$ cat src/core/spl_pkg.sv
// Purpose: Shared constants and types for the safety output test pulse block
// Assumes: 100 MHz system clock
// Notes:   Times are kept in their own unit; cycle counts derive from them
package spl_pkg;

	localparam int NUM_TEST  = 8;
	localparam int NUM_SAFE  = 8;
	localparam int NUM_SIN   = 8;
	localparam int NUM_LATCH = NUM_TEST + NUM_SAFE + NUM_SIN;

	localparam int CNT_W = 17;
	localparam int MS_W  = 16;
	localparam int LT_W  = 13;

	localparam logic [3:0] ADDR_TMODE = 4'h0;
	localparam logic [3:0] ADDR_SMODE = 4'h1;
	localparam logic [3:0] ADDR_DUAL  = 4'h2;
	localparam logic [3:0] ADDR_LATCH = 4'h3;
	localparam logic [3:0] ADDR_ERR   = 4'h4;
	localparam logic [3:0] ADDR_VIOL  = 4'h5;
	localparam logic [3:0] ADDR_HIST  = 4'h6;

	localparam int ERR_TEST_LSB = 0;
	localparam int ERR_SAFE_LSB = 8;
	localparam int ERR_SIN_LSB  = 16;
	localparam int HIST_CNT_LSB = 0;
	localparam int HIST_SRC_LSB = 16;

	localparam logic [7:0] MUTE_OK_SMALL = 8'h08;
	localparam logic [7:0] MUTE_OK_LARGE = 8'h88;

	localparam int CLK_PERIOD_NS = 10;
	localparam int MS_NS         = 1000000;
	localparam int OFF_PULSE_NS  = 580000;
	localparam int TEST_PULSE_NS = 500000;
	localparam int MS_CYCLES     = MS_NS / CLK_PERIOD_NS;
	localparam int OFF_PULSE_CYC =
		(OFF_PULSE_NS + CLK_PERIOD_NS - 1) / CLK_PERIOD_NS;
	localparam int TEST_PULSE_CYC =
		(TEST_PULSE_NS + CLK_PERIOD_NS - 1) / CLK_PERIOD_NS;

	localparam int LATCH_STEP_MS    = 10;
	localparam int LATCH_DEFAULT_MS = 1000;
	localparam logic [LT_W-1:0] LATCH_RST =
		LT_W'(LATCH_DEFAULT_MS / LATCH_STEP_MS);

	typedef enum logic [1:0] {TM_UNUSED, TM_STD, TM_PULSE, TM_MUTE}
		spl_tmode_t;
	typedef enum logic [1:0] {SM_UNUSED, SM_SAFE, SM_PULSE} spl_smode_t;

endpackage

$ cat src/core/spl_latch_if.sv
// Purpose: Carries one terminal's error latch request and state
// Assumes: Single clock domain
// Notes:   ctrl side is the main controller, unit side the latch
`timescale 1ns/1ps
`default_nettype none
interface spl_latch_if;
	import spl_pkg::*;
	logic            tick;
	logic            fault;
	logic            clr_ok;
	logic [MS_W-1:0] reload_ms;
	logic            err;
	modport ctrl (output tick, fault, clr_ok, reload_ms, input err);
	modport unit (input tick, fault, clr_ok, reload_ms, output err);
endinterface
`default_nettype wire

$ cat src/core/spl_err_latch.sv
// Purpose: Per-terminal error latch with millisecond down-counter
// Assumes: tick is a one-cycle pulse every millisecond
// Notes:   First millisecond may be short by up to one tick period
`timescale 1ns/1ps
`default_nettype none
module spl_err_latch
	import spl_pkg::*;
(
	input  wire logic clk_i,
	input  wire logic rst_n_i,
	spl_latch_if.unit lp
);

	logic [MS_W-1:0] cnt_reg;
	logic            err_reg;

	always_ff @(posedge clk_i or negedge rst_n_i) begin
		if (!rst_n_i) begin
			cnt_reg <= '0;
		end else if (lp.fault) begin
			cnt_reg <= lp.reload_ms;
		end else if (lp.tick && cnt_reg != '0) begin
			cnt_reg <= cnt_reg - 1'b1;
		end
	end

	// A fault in the clearing cycle wins, so no event is lost
	always_ff @(posedge clk_i or negedge rst_n_i) begin
		if (!rst_n_i) begin
			err_reg <= 1'b0;
		end else if (lp.fault) begin
			err_reg <= 1'b1;
		end else if (cnt_reg == '0 && lp.clr_ok) begin
			err_reg <= 1'b0;
		end
	end

	assign lp.err = err_reg;
endmodule
`default_nettype wire

$ cat src/core/spl_ctrl.sv
// Purpose: Test output and safety output terminal control with diagnostics
// Assumes: Tags and feedback inputs synchronous to clk_i
// Notes:   Feedback inputs carry the sensed pin levels; lamp_ok_i the
//          lamp current sense of a muting lamp terminal
//
// Summary of operation
// - Input error clears: cause gone, time, inactive
// - Four test terminals small, eight large
// - Test modes unused/standard/pulse/lamp; unused undriven
// - Test pulses staggered, never two together
// - Lamp mode detects open lamp while on
// - Lamp mode only on terminal four or eight
// - Faulty test terminal forced inactive
// - Errors logged, all else runs except the partner of a dual pair
// - Error held for latch time, 10 ms steps
// - Test terminal error clears after latch time
// - Eight safety outputs; supply short, ground checks
// - Plain safety mode: no pulse while on
// - Pulse mode pulses output while on
// - Pulse mode turn-on inserts 580 us off pulse
// - Dual mismatch of tags flags an error
// - Error on either pair output stops both
// - Pair turns on only if both fault-free
// - Single channel: terminal follows its tag
// - Even-based pairs; mismatch forces both off
// - Unused safety output left undriven
// - Output error clears: cause, time, tags off
`timescale 1ns/1ps
`default_nettype none
module spl_ctrl
	import spl_pkg::*;
#(
	parameter int unsigned TICK_CYCLES       = MS_CYCLES,
	parameter int unsigned OFF_PULSE_CYCLES  = OFF_PULSE_CYC,
	parameter int unsigned TEST_PULSE_CYCLES = TEST_PULSE_CYC,
	parameter bit          LARGE_VARIANT     = 1'b1
) (
	input  wire logic        clk_i,
	input  wire logic        rst_n_i,
	input  wire logic [3:0]  addr_i,
	input  wire logic [31:0] wdata_i,
	input  wire logic        wr_i,
	input  wire logic        rd_i,
	output logic      [31:0] rdata_o,
	input  wire logic [7:0]  test_tag_i,
	input  wire logic [7:0]  test_fb_i,
	input  wire logic [7:0]  lamp_ok_i,
	output logic      [7:0]  test_o,
	output logic      [7:0]  test_oe_o,
	input  wire logic [7:0]  safe_tag_i,
	input  wire logic [7:0]  safe_fb_i,
	output logic      [7:0]  safe_o,
	output logic      [7:0]  safe_oe_o,
	input  wire logic [7:0]  sin_fault_i,
	input  wire logic [7:0]  sin_active_i,
	output logic      [7:0]  test_err_o,
	output logic      [7:0]  safe_err_o,
	output logic      [7:0]  sin_err_o,
	output logic      [3:0]  violation_o
);

	localparam logic [7:0] MUTE_OK = LARGE_VARIANT ? MUTE_OK_LARGE
		: MUTE_OK_SMALL;
	localparam int N_TEST_USED = LARGE_VARIANT ? NUM_TEST : 4;

	logic rst_s1_reg;
	logic rst_n_reg;

	always_ff @(posedge clk_i or negedge rst_n_i) begin
		if (!rst_n_i) begin
			rst_s1_reg <= 1'b0;
			rst_n_reg  <= 1'b0;
		end else begin
			rst_s1_reg <= 1'b1;
			rst_n_reg  <= rst_s1_reg;
		end
	end

	// Mode legality; small variant terminals above four stay unused
	function automatic logic tmode_ok(input int idx, input logic [1:0] m);
		logic ok;
		ok = 1'b1;
		if (idx >= N_TEST_USED) begin
			ok = (m == TM_UNUSED);
		end else if (m == TM_MUTE) begin
			ok = MUTE_OK[idx];
		end
		return ok;
	endfunction

	function automatic logic [4:0] first_set(input logic [NUM_LATCH-1:0] v);
		logic [4:0] r;
		r = 5'h00;
		for (int i = NUM_LATCH - 1; i >= 0; i--) begin
			if (v[i]) begin
				r = 5'(i);
			end
		end
		return r;
	endfunction

	logic [CNT_W-1:0] ms_cnt_reg;
	logic [2:0]       slot_reg;
	logic             tick;

	assign tick = (ms_cnt_reg == CNT_W'(TICK_CYCLES - 1));

	always_ff @(posedge clk_i or negedge rst_n_reg) begin
		if (!rst_n_reg) begin
			ms_cnt_reg <= '0;
			slot_reg   <= 3'h0;
		end else if (tick) begin
			ms_cnt_reg <= '0;
			slot_reg   <= slot_reg + 3'h1;
		end else begin
			ms_cnt_reg <= ms_cnt_reg + 1'b1;
		end
	end

	spl_tmode_t      tmode_reg [NUM_TEST];
	spl_smode_t      smode_reg [NUM_SAFE];
	logic [3:0]      dual_reg;
	logic [LT_W-1:0] latch_reg;
	logic [MS_W-1:0] reload_ms;

	assign reload_ms = MS_W'(latch_reg * LATCH_STEP_MS);

	// Refused mode codes leave the field as it was
	always_ff @(posedge clk_i or negedge rst_n_reg) begin
		if (!rst_n_reg) begin
			for (int i = 0; i < NUM_TEST; i++) begin
				tmode_reg[i] <= TM_UNUSED;
				smode_reg[i] <= SM_UNUSED;
			end
			dual_reg  <= 4'h0;
			latch_reg <= LATCH_RST;
		end else if (wr_i) begin
			unique case (addr_i)
				ADDR_TMODE: begin
					for (int i = 0; i < NUM_TEST; i++) begin
						if (tmode_ok(i, wdata_i[2*i +: 2])) begin
							tmode_reg[i] <= spl_tmode_t'(wdata_i[2*i +: 2]);
						end
					end
				end
				ADDR_SMODE: begin
					for (int i = 0; i < NUM_SAFE; i++) begin
						if (wdata_i[2*i +: 2] != 2'h3) begin
							smode_reg[i] <= spl_smode_t'(wdata_i[2*i +: 2]);
						end
					end
				end
				ADDR_DUAL:  dual_reg  <= wdata_i[3:0];
				ADDR_LATCH: latch_reg <= wdata_i[LT_W-1:0];
				default: ;
			endcase
		end
	end

	spl_latch_if lif [NUM_LATCH] ();

	logic [NUM_LATCH-1:0] all_err;
	logic [7:0]           test_err;
	logic [7:0]           safe_err;
	logic [7:0]           tp_now;
	logic [7:0]           tunused;
	logic [7:0]           tmute;
	logic [7:0]           tq_reg;
	logic [7:0]           tpulse;

	assign test_err = all_err[7:0];
	assign safe_err = all_err[15:8];

	for (genvar g = 0; g < NUM_LATCH; g++) begin : g_latch
		assign lif[g].tick      = tick;
		assign lif[g].reload_ms = reload_ms;
		assign all_err[g]       = lif[g].err;
		spl_err_latch u_latch (
			.clk_i   (clk_i),
			.rst_n_i (rst_n_reg),
			.lp      (lif[g])
		);
	end

	for (genvar g = 0; g < NUM_TEST; g++) begin : g_test
		logic drv;
		logic fault;
		assign tunused[g] = (tmode_reg[g] == TM_UNUSED);
		assign tmute[g]   = (tmode_reg[g] == TM_MUTE);
		assign tpulse[g]  = (tmode_reg[g] == TM_PULSE);
		// One slot per terminal keeps the pulses apart
		assign tp_now[g]  = (tmode_reg[g] == TM_PULSE) && (slot_reg == 3'(g))
			&& (ms_cnt_reg < CNT_W'(TEST_PULSE_CYCLES));
		always_comb begin
			unique case (tmode_reg[g])
				TM_UNUSED: drv = 1'b0;
				TM_STD:    drv = test_tag_i[g];
				TM_PULSE:  drv = !tp_now[g];
				TM_MUTE:   drv = test_tag_i[g];
			endcase
		end
		always_ff @(posedge clk_i or negedge rst_n_reg) begin
			if (!rst_n_reg) begin
				test_o[g]    <= 1'b0;
				test_oe_o[g] <= 1'b0;
				tq_reg[g]    <= 1'b0;
			end else begin
				test_o[g]    <= drv && !test_err[g];
				test_oe_o[g] <= !tunused[g];
				tq_reg[g]    <= test_o[g];
			end
		end
		// Compare only once the level has stood for two cycles
		assign fault = test_oe_o[g] && (((test_o[g] == tq_reg[g])
			&& (test_fb_i[g] != test_o[g]))
			|| (tmute[g] && test_o[g] && !lamp_ok_i[g]));
		assign lif[g].fault  = fault;
		assign lif[g].clr_ok = 1'b1;
	end

	logic [7:0]       viol8;
	logic [7:0]       pair_err;
	logic [7:0]       cmd;
	logic [7:0]       cmd_q_reg;
	logic [7:0]       busy;
	logic [7:0]       splain;
	logic [7:0]       sq_reg;

	for (genvar g = 0; g < NUM_SAFE; g++) begin : g_safe
		logic             dual;
		logic             eff;
		logic             fault;
		logic [CNT_W-1:0] opc_reg;
		logic             rise;
		assign dual  = dual_reg[g/2];
		assign viol8[g] = dual
			&& (safe_tag_i[g] != safe_tag_i[g^1]);
		assign eff   = dual ? (safe_tag_i[g] && safe_tag_i[g^1])
			: safe_tag_i[g];
		assign pair_err[g] = safe_err[g]
			|| (dual && safe_err[g^1]);
		assign cmd[g] = (smode_reg[g] != SM_UNUSED) && eff
			&& !pair_err[g];
		assign splain[g] = (smode_reg[g] == SM_SAFE);
		assign busy[g]   = (opc_reg != '0);
		// The counter loads one edge late; hold the pin low on that edge
		assign rise = (smode_reg[g] == SM_PULSE) && cmd[g]
			&& !cmd_q_reg[g];
		// Off pulse at turn-on and again in this output's slot while on
		always_ff @(posedge clk_i or negedge rst_n_reg) begin
			if (!rst_n_reg) begin
				opc_reg <= '0;
			end else if (smode_reg[g] != SM_PULSE) begin
				opc_reg <= '0;
			end else if (opc_reg != '0) begin
				opc_reg <= opc_reg - 1'b1;
			end else if (cmd[g] && (!cmd_q_reg[g]
				|| (tick && slot_reg == 3'(g)))) begin
				opc_reg <= CNT_W'(OFF_PULSE_CYCLES);
			end
		end
		always_ff @(posedge clk_i or negedge rst_n_reg) begin
			if (!rst_n_reg) begin
				cmd_q_reg[g] <= 1'b0;
				safe_o[g]    <= 1'b0;
				safe_oe_o[g] <= 1'b0;
				sq_reg[g]    <= 1'b0;
			end else begin
				cmd_q_reg[g] <= cmd[g];
				safe_o[g]    <= cmd[g] && !busy[g] && !rise;
				safe_oe_o[g] <= (smode_reg[g] != SM_UNUSED);
				sq_reg[g]    <= safe_o[g];
			end
		end
		// Stuck high while off: supply short; stuck low while on: ground
		assign fault = safe_oe_o[g] && (safe_o[g] == sq_reg[g])
			&& (safe_fb_i[g] != safe_o[g]);
		assign lif[g+8].fault  = fault || viol8[g];
		assign lif[g+8].clr_ok = !safe_tag_i[g]
			&& !(dual && safe_tag_i[g^1]);
	end

	for (genvar g = 0; g < NUM_SIN; g++) begin : g_sin
		assign lif[g+16].fault  = sin_fault_i[g];
		assign lif[g+16].clr_ok = !sin_active_i[g];
	end

	logic [NUM_LATCH-1:0] err_q_reg;
	logic [NUM_LATCH-1:0] new_err;
	logic [15:0]          log_cnt_reg;
	logic [4:0]           last_src_reg;

	assign new_err = all_err & ~err_q_reg;

	// History only records; an error stops nothing but its own terminal and its dual pair partner
	always_ff @(posedge clk_i or negedge rst_n_reg) begin
		if (!rst_n_reg) begin
			err_q_reg    <= '0;
			log_cnt_reg  <= 16'h0000;
			last_src_reg <= 5'h00;
		end else begin
			err_q_reg <= all_err;
			if (|new_err) begin
				last_src_reg <= first_set(new_err);
				if (log_cnt_reg != 16'hffff) begin
					log_cnt_reg <= log_cnt_reg + 16'h0001;
				end
			end
		end
	end

	always_ff @(posedge clk_i or negedge rst_n_reg) begin
		if (!rst_n_reg) begin
			violation_o <= 4'h0;
		end else begin
			violation_o <= {viol8[6], viol8[4], viol8[2], viol8[0]};
		end
	end

	assign test_err_o = test_err;
	assign safe_err_o = safe_err;
	assign sin_err_o  = all_err[23:16];

	logic [31:0] rd_word;

	always_comb begin
		rd_word = 32'h0000_0000;
		unique case (addr_i)
			ADDR_TMODE: begin
				for (int i = 0; i < NUM_TEST; i++) begin
					rd_word[2*i +: 2] = tmode_reg[i];
				end
			end
			ADDR_SMODE: begin
				for (int i = 0; i < NUM_SAFE; i++) begin
					rd_word[2*i +: 2] = smode_reg[i];
				end
			end
			ADDR_DUAL:  rd_word[3:0] = dual_reg;
			ADDR_LATCH: rd_word[LT_W-1:0] = latch_reg;
			ADDR_ERR:   rd_word[NUM_LATCH-1:0] = all_err;
			ADDR_VIOL:  rd_word[3:0] = violation_o;
			ADDR_HIST: begin
				rd_word[HIST_CNT_LSB +: 16] = log_cnt_reg;
				rd_word[HIST_SRC_LSB +: 5]  = last_src_reg;
			end
			default: ;
		endcase
	end

	always_ff @(posedge clk_i or negedge rst_n_reg) begin
		if (!rst_n_reg) begin
			rdata_o <= 32'h0000_0000;
		end else if (rd_i) begin
			rdata_o <= rd_word;
		end else begin
			rdata_o <= 32'h0000_0000;
		end
	end
endmodule
`default_nettype wire

$ cat config.mk
export PLATFORM = sky130hd
export DESIGN_NAME = spl_ctrl
export DESIGN_NICKNAME = d
export VERILOG_FILES = /design/src/core/spl_pkg.sv /design/src/core/spl_latch_if.sv /design/src/core/spl_err_latch.sv /design/src/core/spl_ctrl.sv
export SDC_FILE = /design/constraint.sdc
export NUM_CORES = 2
export LEC_CHECK = 0
export BUFFER_PORTS_ARGS = -buffer_cell sky130_fd_sc_hd__buf_2
export CAP_MARGIN = 20
export CORE_MARGIN = 1
export CORE_UTILIZATION = 48
export CTS_CLUSTER_SIZE = 24
export DETAILED_ROUTE_END_ITERATION = 8
export PLACE_DENSITY = 0.68
export SYNTH_ARGS = -nofsm -noshare
export SYNTH_HDL_FRONTEND = slang
export SYNTH_SLANG_ARGS = --single-unit
$ cat constraint.sdc
create_clock -name clk_i -period 34.6 [get_ports clk_i]
set_clock_uncertainty 0.1 [all_clocks]
set_input_delay 8.65 -clock clk_i [delete_from_list [all_inputs] [get_ports clk_i]]
set_output_delay 8.65 -clock clk_i [all_outputs]
set_load 0.02 [all_outputs]
# Word-level counts from Yosys, hierarchy flattened
# Cells that the tools add are included.
# Widths: inputs -> output; s select.
# word_totals
out_inout_bits	92
regBits	752
in_bits	96
elab_cells	963
# classes
bitwise_logic	2
n_mul	1
n_addsub	35
n_mux	187
n_eq_ne	109
n_reduce_logical	489
n_lt_le_gt_ge	1
# op_table
op	count
$mux 16	48
$mux 17	25
$logic_not 16->1	24
$reduce_bool 16->1	24
$sub 16x1->16 const B	24
$logic_and 1x1->1	212
$reduce_bool 17->1	8
$sub 17x1->17 const B	8
$mux 5	24
$reduce_bool 2->1	56
$logic_not 1->1	88
$mux 1	76
$eq 2x2->1 const B	30
$pmux 9 s5	1
$reduce_and 3->1	15
$logic_or 1x1->1	32
$ne 2x2->1 const B	16
$pmux 4 s7	1
$and 24x24->24	1
$mux 24	1
$ne 1x1->1	24
$not 24->24	1
$pmux 1 s3	8
$reduce_bool 3->1	8
other kinds (24)	69

# Depth between registers and ports, before layout
# depth
word_depth	26
depth_mapped	10

# Hierarchy
# From an unflattened synthesis, not the netlist that was laid out.
# unflattened
hier_cells	4841
area_unflattened_um2	43155.1
# modules_own_cells
mod	cells_per_inst	seq_area_each_um2	area_each_um2	n_inst
spl_err_latch at g_latch[13].u_latch ...	135	425.4	1113.6	19
spl_ctrl	1665	8411.8	16495.8	1
spl_err_latch at g_latch[0].u_latch ...	125	425.4	1122.3	4
spl_err_latch at g_latch[9].u_latch	111	425.4	1012.2	1

# Worst setup path before layout
# Ideal clock, no wire load.
# synth_path
kind	input to register
from	input addr_i[1]
to	register smode_reg[11] (netlist name)
setup_ns	0.072
setup_slack_ns	24.093
cell_stages	7
t_required_ns	34.428
arrival_ns	10.335
n_path_buf	2
path_cell_list	clkbuf_1 > nor4b_1 > nand2_1 > clkbuf_1 > nor2_1 > nor2_1 > nor2_1
# synth_via
elab_chain_len	2
# synth_lines
element	line	source
start, declared	spl_ctrl.sv:40	input wire logic [3:0] addr_i,
$eq 4x1->1	spl_ctrl.sv:138	unique case (addr_i)
$reduce_and 3->1 (no line)	n/a	
end signal, assigned by index	spl_ctrl.sv:149	smode_reg[i] <= spl_smode_t'(wdata_i[2*i +: 2]);
end, declared	spl_ctrl.sv:121	spl_smode_t smode_reg [NUM_SAFE];
# No other way between the ends.
# A chain may end at the register's enable or synchronous reset.

# Final worst setup path
# layout_path
from	input addr_i[1]
to	register latch_reg[0]
# layout_via
elab_chain_len	2
# layout_lines
element	line	source
$eq 4x2->1	spl_ctrl.sv:138	
$reduce_and 2->1 (no line)	n/a	
end signal, assigned	spl_ctrl.sv:154	ADDR_LATCH: latch_reg <= wdata_i[LT_W-1:0];
end, declared	spl_ctrl.sv:123	logic [LT_W-1:0] latch_reg;
# No other way between the ends.

==> results.md <==
### STA
* 22.7% — max-slew headroom at the worst pin
* 24,090 ps — final worst slack
* no — setup repair after global routing missed its margin
* 1160 ps — pin slew with the least headroom to its limit
* 95.1 MHz — peak clock frequency supported by timing
* 0 — hold violation count in the final report
* 10,510 ps — shortest period the worst path allows
* 0 ps — setup TNS after final layout
* 30.4% — fin crit share
* 252 ps — Worst Hold Margin
* 0 — setup-violating endpoint count in the final report
* 0 — Max Transition Viols Final

### Finish
* 4,394 — Final #Nets
* 43,700 um2 — Finished Cell Area
* dfrtp_1 — commonest non-fill, non-tap cell in the layout
* 10.5% — ratio of cells with drive above 1 in the final layout
* 5,359 — post-layout instance count excluding filler cells
* dfrtp_1 (739), nor2_1 (479), nand2_1 (391), xor2_1 (231), o21ai_0 (217) — highest-count cells in the layout ignoring fill and taps
* 54.2% — core occupancy in the finished layout
* 11.5% — Area Overhead vs Synth
* 384 — max reg flops

### Pwr
* 3.80 mW — Final Total Pwr
* 0.0594 mV — worst vdd rail ir drop
* 86.8 nW/um2 — Power per Cell Area
* 18.2 nW — leakage power summed over all cells

### Yosys
* dfrtp_1 (47%), xor2_1 (5.3%), nor2_1 (4.6%), xnor2_1 (4.6%), nand2_1 (3.8%) — top cells by area in the synthesized netlist
* 0 — number of warning messages in the yosys log
* 47.5% — portion of the post-synthesis area used by sequential elements
* 39,200 um2 — combined area of all synthesized cells
* dfrtp_1 — Most used DFF post-synth
* 90 — number of distinct library cells after synthesis
* 0 — number of enable-type register cells in the synthesized netlist
* dfrtp_1 — post-synth top area cell
* 744 — flip-flop and latch count after synthesis
* 47.3% — proportion of netlist area held by the largest area contributor
* 9.46 um2 — Syn Area/Cell
* 100% — ys async rst share
* 4,142 — number of instances in the synthesized netlist

### Critical path
* 10,930 ps — Worst Path Arrival
* flop — CP Capture Type
* latch_reg[0]$_DFFE_PN0P_ — critical path capture point
* 15 — largest driver fanout on the critical path
* 10 — worst-case reg-to-reg path depth
* 35,020 ps — Worst EP required
* primary input — kind of start point of the critical path
* primary input to flop — category of the most critical setup path
* g_latch[4].u_latch.cnt_reg[12]$_DFFE_PN0P_ — reg2reg end
* 30,610 ps — slack of the worst reg-to-reg path
* latch_reg[3]$_DFFE_PN0P_ — startpoint of the worst register-to-register path
* addr_i[1] — critical path launch point

### Global route
* 0 — GRT overflow
* 173 — pin count of the biggest net entering global routing
* 29,600 — via count of the first global-routing pass
* 26.4% — GRT Resource Usage Total
* 18 — number of antenna violations at the first check in global routing
* 170 mm — wire length of the first global-routing pass

### Flow run
* 0 — # Max-Cap Violations

### Placed design
* 23,500 ps — Post-Place Setup Slack
* 40,900 um2 — Post-Place Cell Area
* 5,206 — instance count after placement with tap cells included
* 0.882 — placer's final routability congestion estimate
* 163 — quantity of I/O buffers inserted on ports
* 73.1 mm — half-perimeter wire length after detailed placement

### Detailed routing
* 48.3 mm — met2 wire length
* 0 — DRT antenna net count
* 109 mm — wire length after detailed routing
* 20.4 um — average routed wire per standard cell
* 31,200 — Via Count
* 8 — drt first pass iters
* 28 — detailed-route DRC error count
* met5 — uppermost layer routed
* 48.4 mm — wire length on met1
* 2,536 — count of routing violations after the opening detailed-route iteration
* 8.72 mm — Routed met3 length
* 5.82 — detailed-route vias per instance

### Die
* 48.6% — initial standard-cell utilization of the core
* 104 — num rows
* 288 um — Vert. Die Dim
* 188 — I/O pin cnt
* 82,800 um2 — Die Footprint
* 288 um — die width
* 80,700 um2 — core footprint

### Clock tree
* 0 — Setup Fix Bufs, Post-CTS
* 3 — H-Tree Depth
* clkbuf_16 — clock tree root driver cell
* 0 — post-cts hold buffer count
* 0 — number of instances resized during post-cts repair
* 660 ps — clk_lat worst skew
* 3 — largest buffer count on any clock path
* built — TritonCTS clock tree
* 60 ps — post-CTS clock slew at the launch and capture registers of the worst setup and hold paths
* 81 — cts bufs inserted
* 744 — Sinks on Clock Net

### Run status
* complete, but fails checks — status
* DRC — violations in the final reports

### Hold path
* flop to flop — worst min-delay path category

==> kinds of logic (layout without fill, tap and decap cells) <==
family,after synthesis,count (layout),share of synthesized area [%]
AND/OR/NAND/NOR,1762,1762,23.0
flip-flops,744,744,47.5
AO/OA/AOI/OAI,677,677,10.6
XOR/XNOR,439,439,9.81
buffers and inverters,325,471,3.53
multiplexers,126,126,3.33
adder cells (fa/ha/maj),67,67,2.16
other,2,13,0.0192
==> how the worst min path moves through the flow <==
stage,startpoint,end,slack (ps),cells past startpoint
5_1_grt,rst_s1_reg$_DFF_PN0_,rst_n_reg$_DFF_PN0_,260,0
2_1_floorplan,rst_s1_reg$_DFF_PN0_,rst_n_reg$_DFF_PN0_,230,0
3_3_place_gp,rst_s1_reg$_DFF_PN0_,rst_n_reg$_DFF_PN0_,240,0
4_1_cts,rst_s1_reg$_DFF_PN0_,rst_n_reg$_DFF_PN0_,260,0
3_5_place_dp,rst_s1_reg$_DFF_PN0_,rst_n_reg$_DFF_PN0_,240,0
6_report,rst_s1_reg$_DFF_PN0_,rst_n_reg$_DFF_PN0_,250,0
==> per-layer routing <==
layer,track usage [%],up-vias
met2,40.1,943
met4,9.01,28
li1,-,14700
met1,37.1,15300
met5,0,-
met3,6.08,217
==> cell usage after synthesis (all sizes together), types with 18 or more instances <==
cell type and n:
a211o 21, a211oi 23, a21o 24, a21oi 207, a22oi 37, a31oi 19, and2 21, and3 23
buf 54, clkbuf 149, dfrtp 741, ha 66, inv 122, mux2 36, mux2i 90, nand2 392
nand2b 57, nand3 116, nand3b 25, nand4 69, nand4b 26, nor2 482, nor2b 37, nor3 151
nor3b 19, nor4 133, nor4b 28, o21ai 230, o31ai 18, or2 23, or3 71, or4 54
xnor2 204, xor2 235
==> area by class of cell <==
class	instances	area, um2
Tap cell	1060	1330
Antenna cell	4	10.0
Clock buffer	119	2350
Timing Repair Buffer	202	1160
Fill cell	7118	37000
Clock inverter	28	420
Sequential cell	744	18600
Multi-Input combinational cell	3080	19400
Inverter	122	458
==> where the power goes <==
part,switching (mW),internal [mW],total (mW)
sequential,0.294,1.15,1.44
clock,0.376,0.528,0.905
combinational,0.885,0.563,1.45
total,1.56,2.24,3.80
==> worst max-delay path: stages <==
cell     delay, ps
buf_2          180
nand2_1         80
nor3_2         820
nand2_1        710
mux2_2         470
Note: power is estimated with default switching activity, not from simulation.
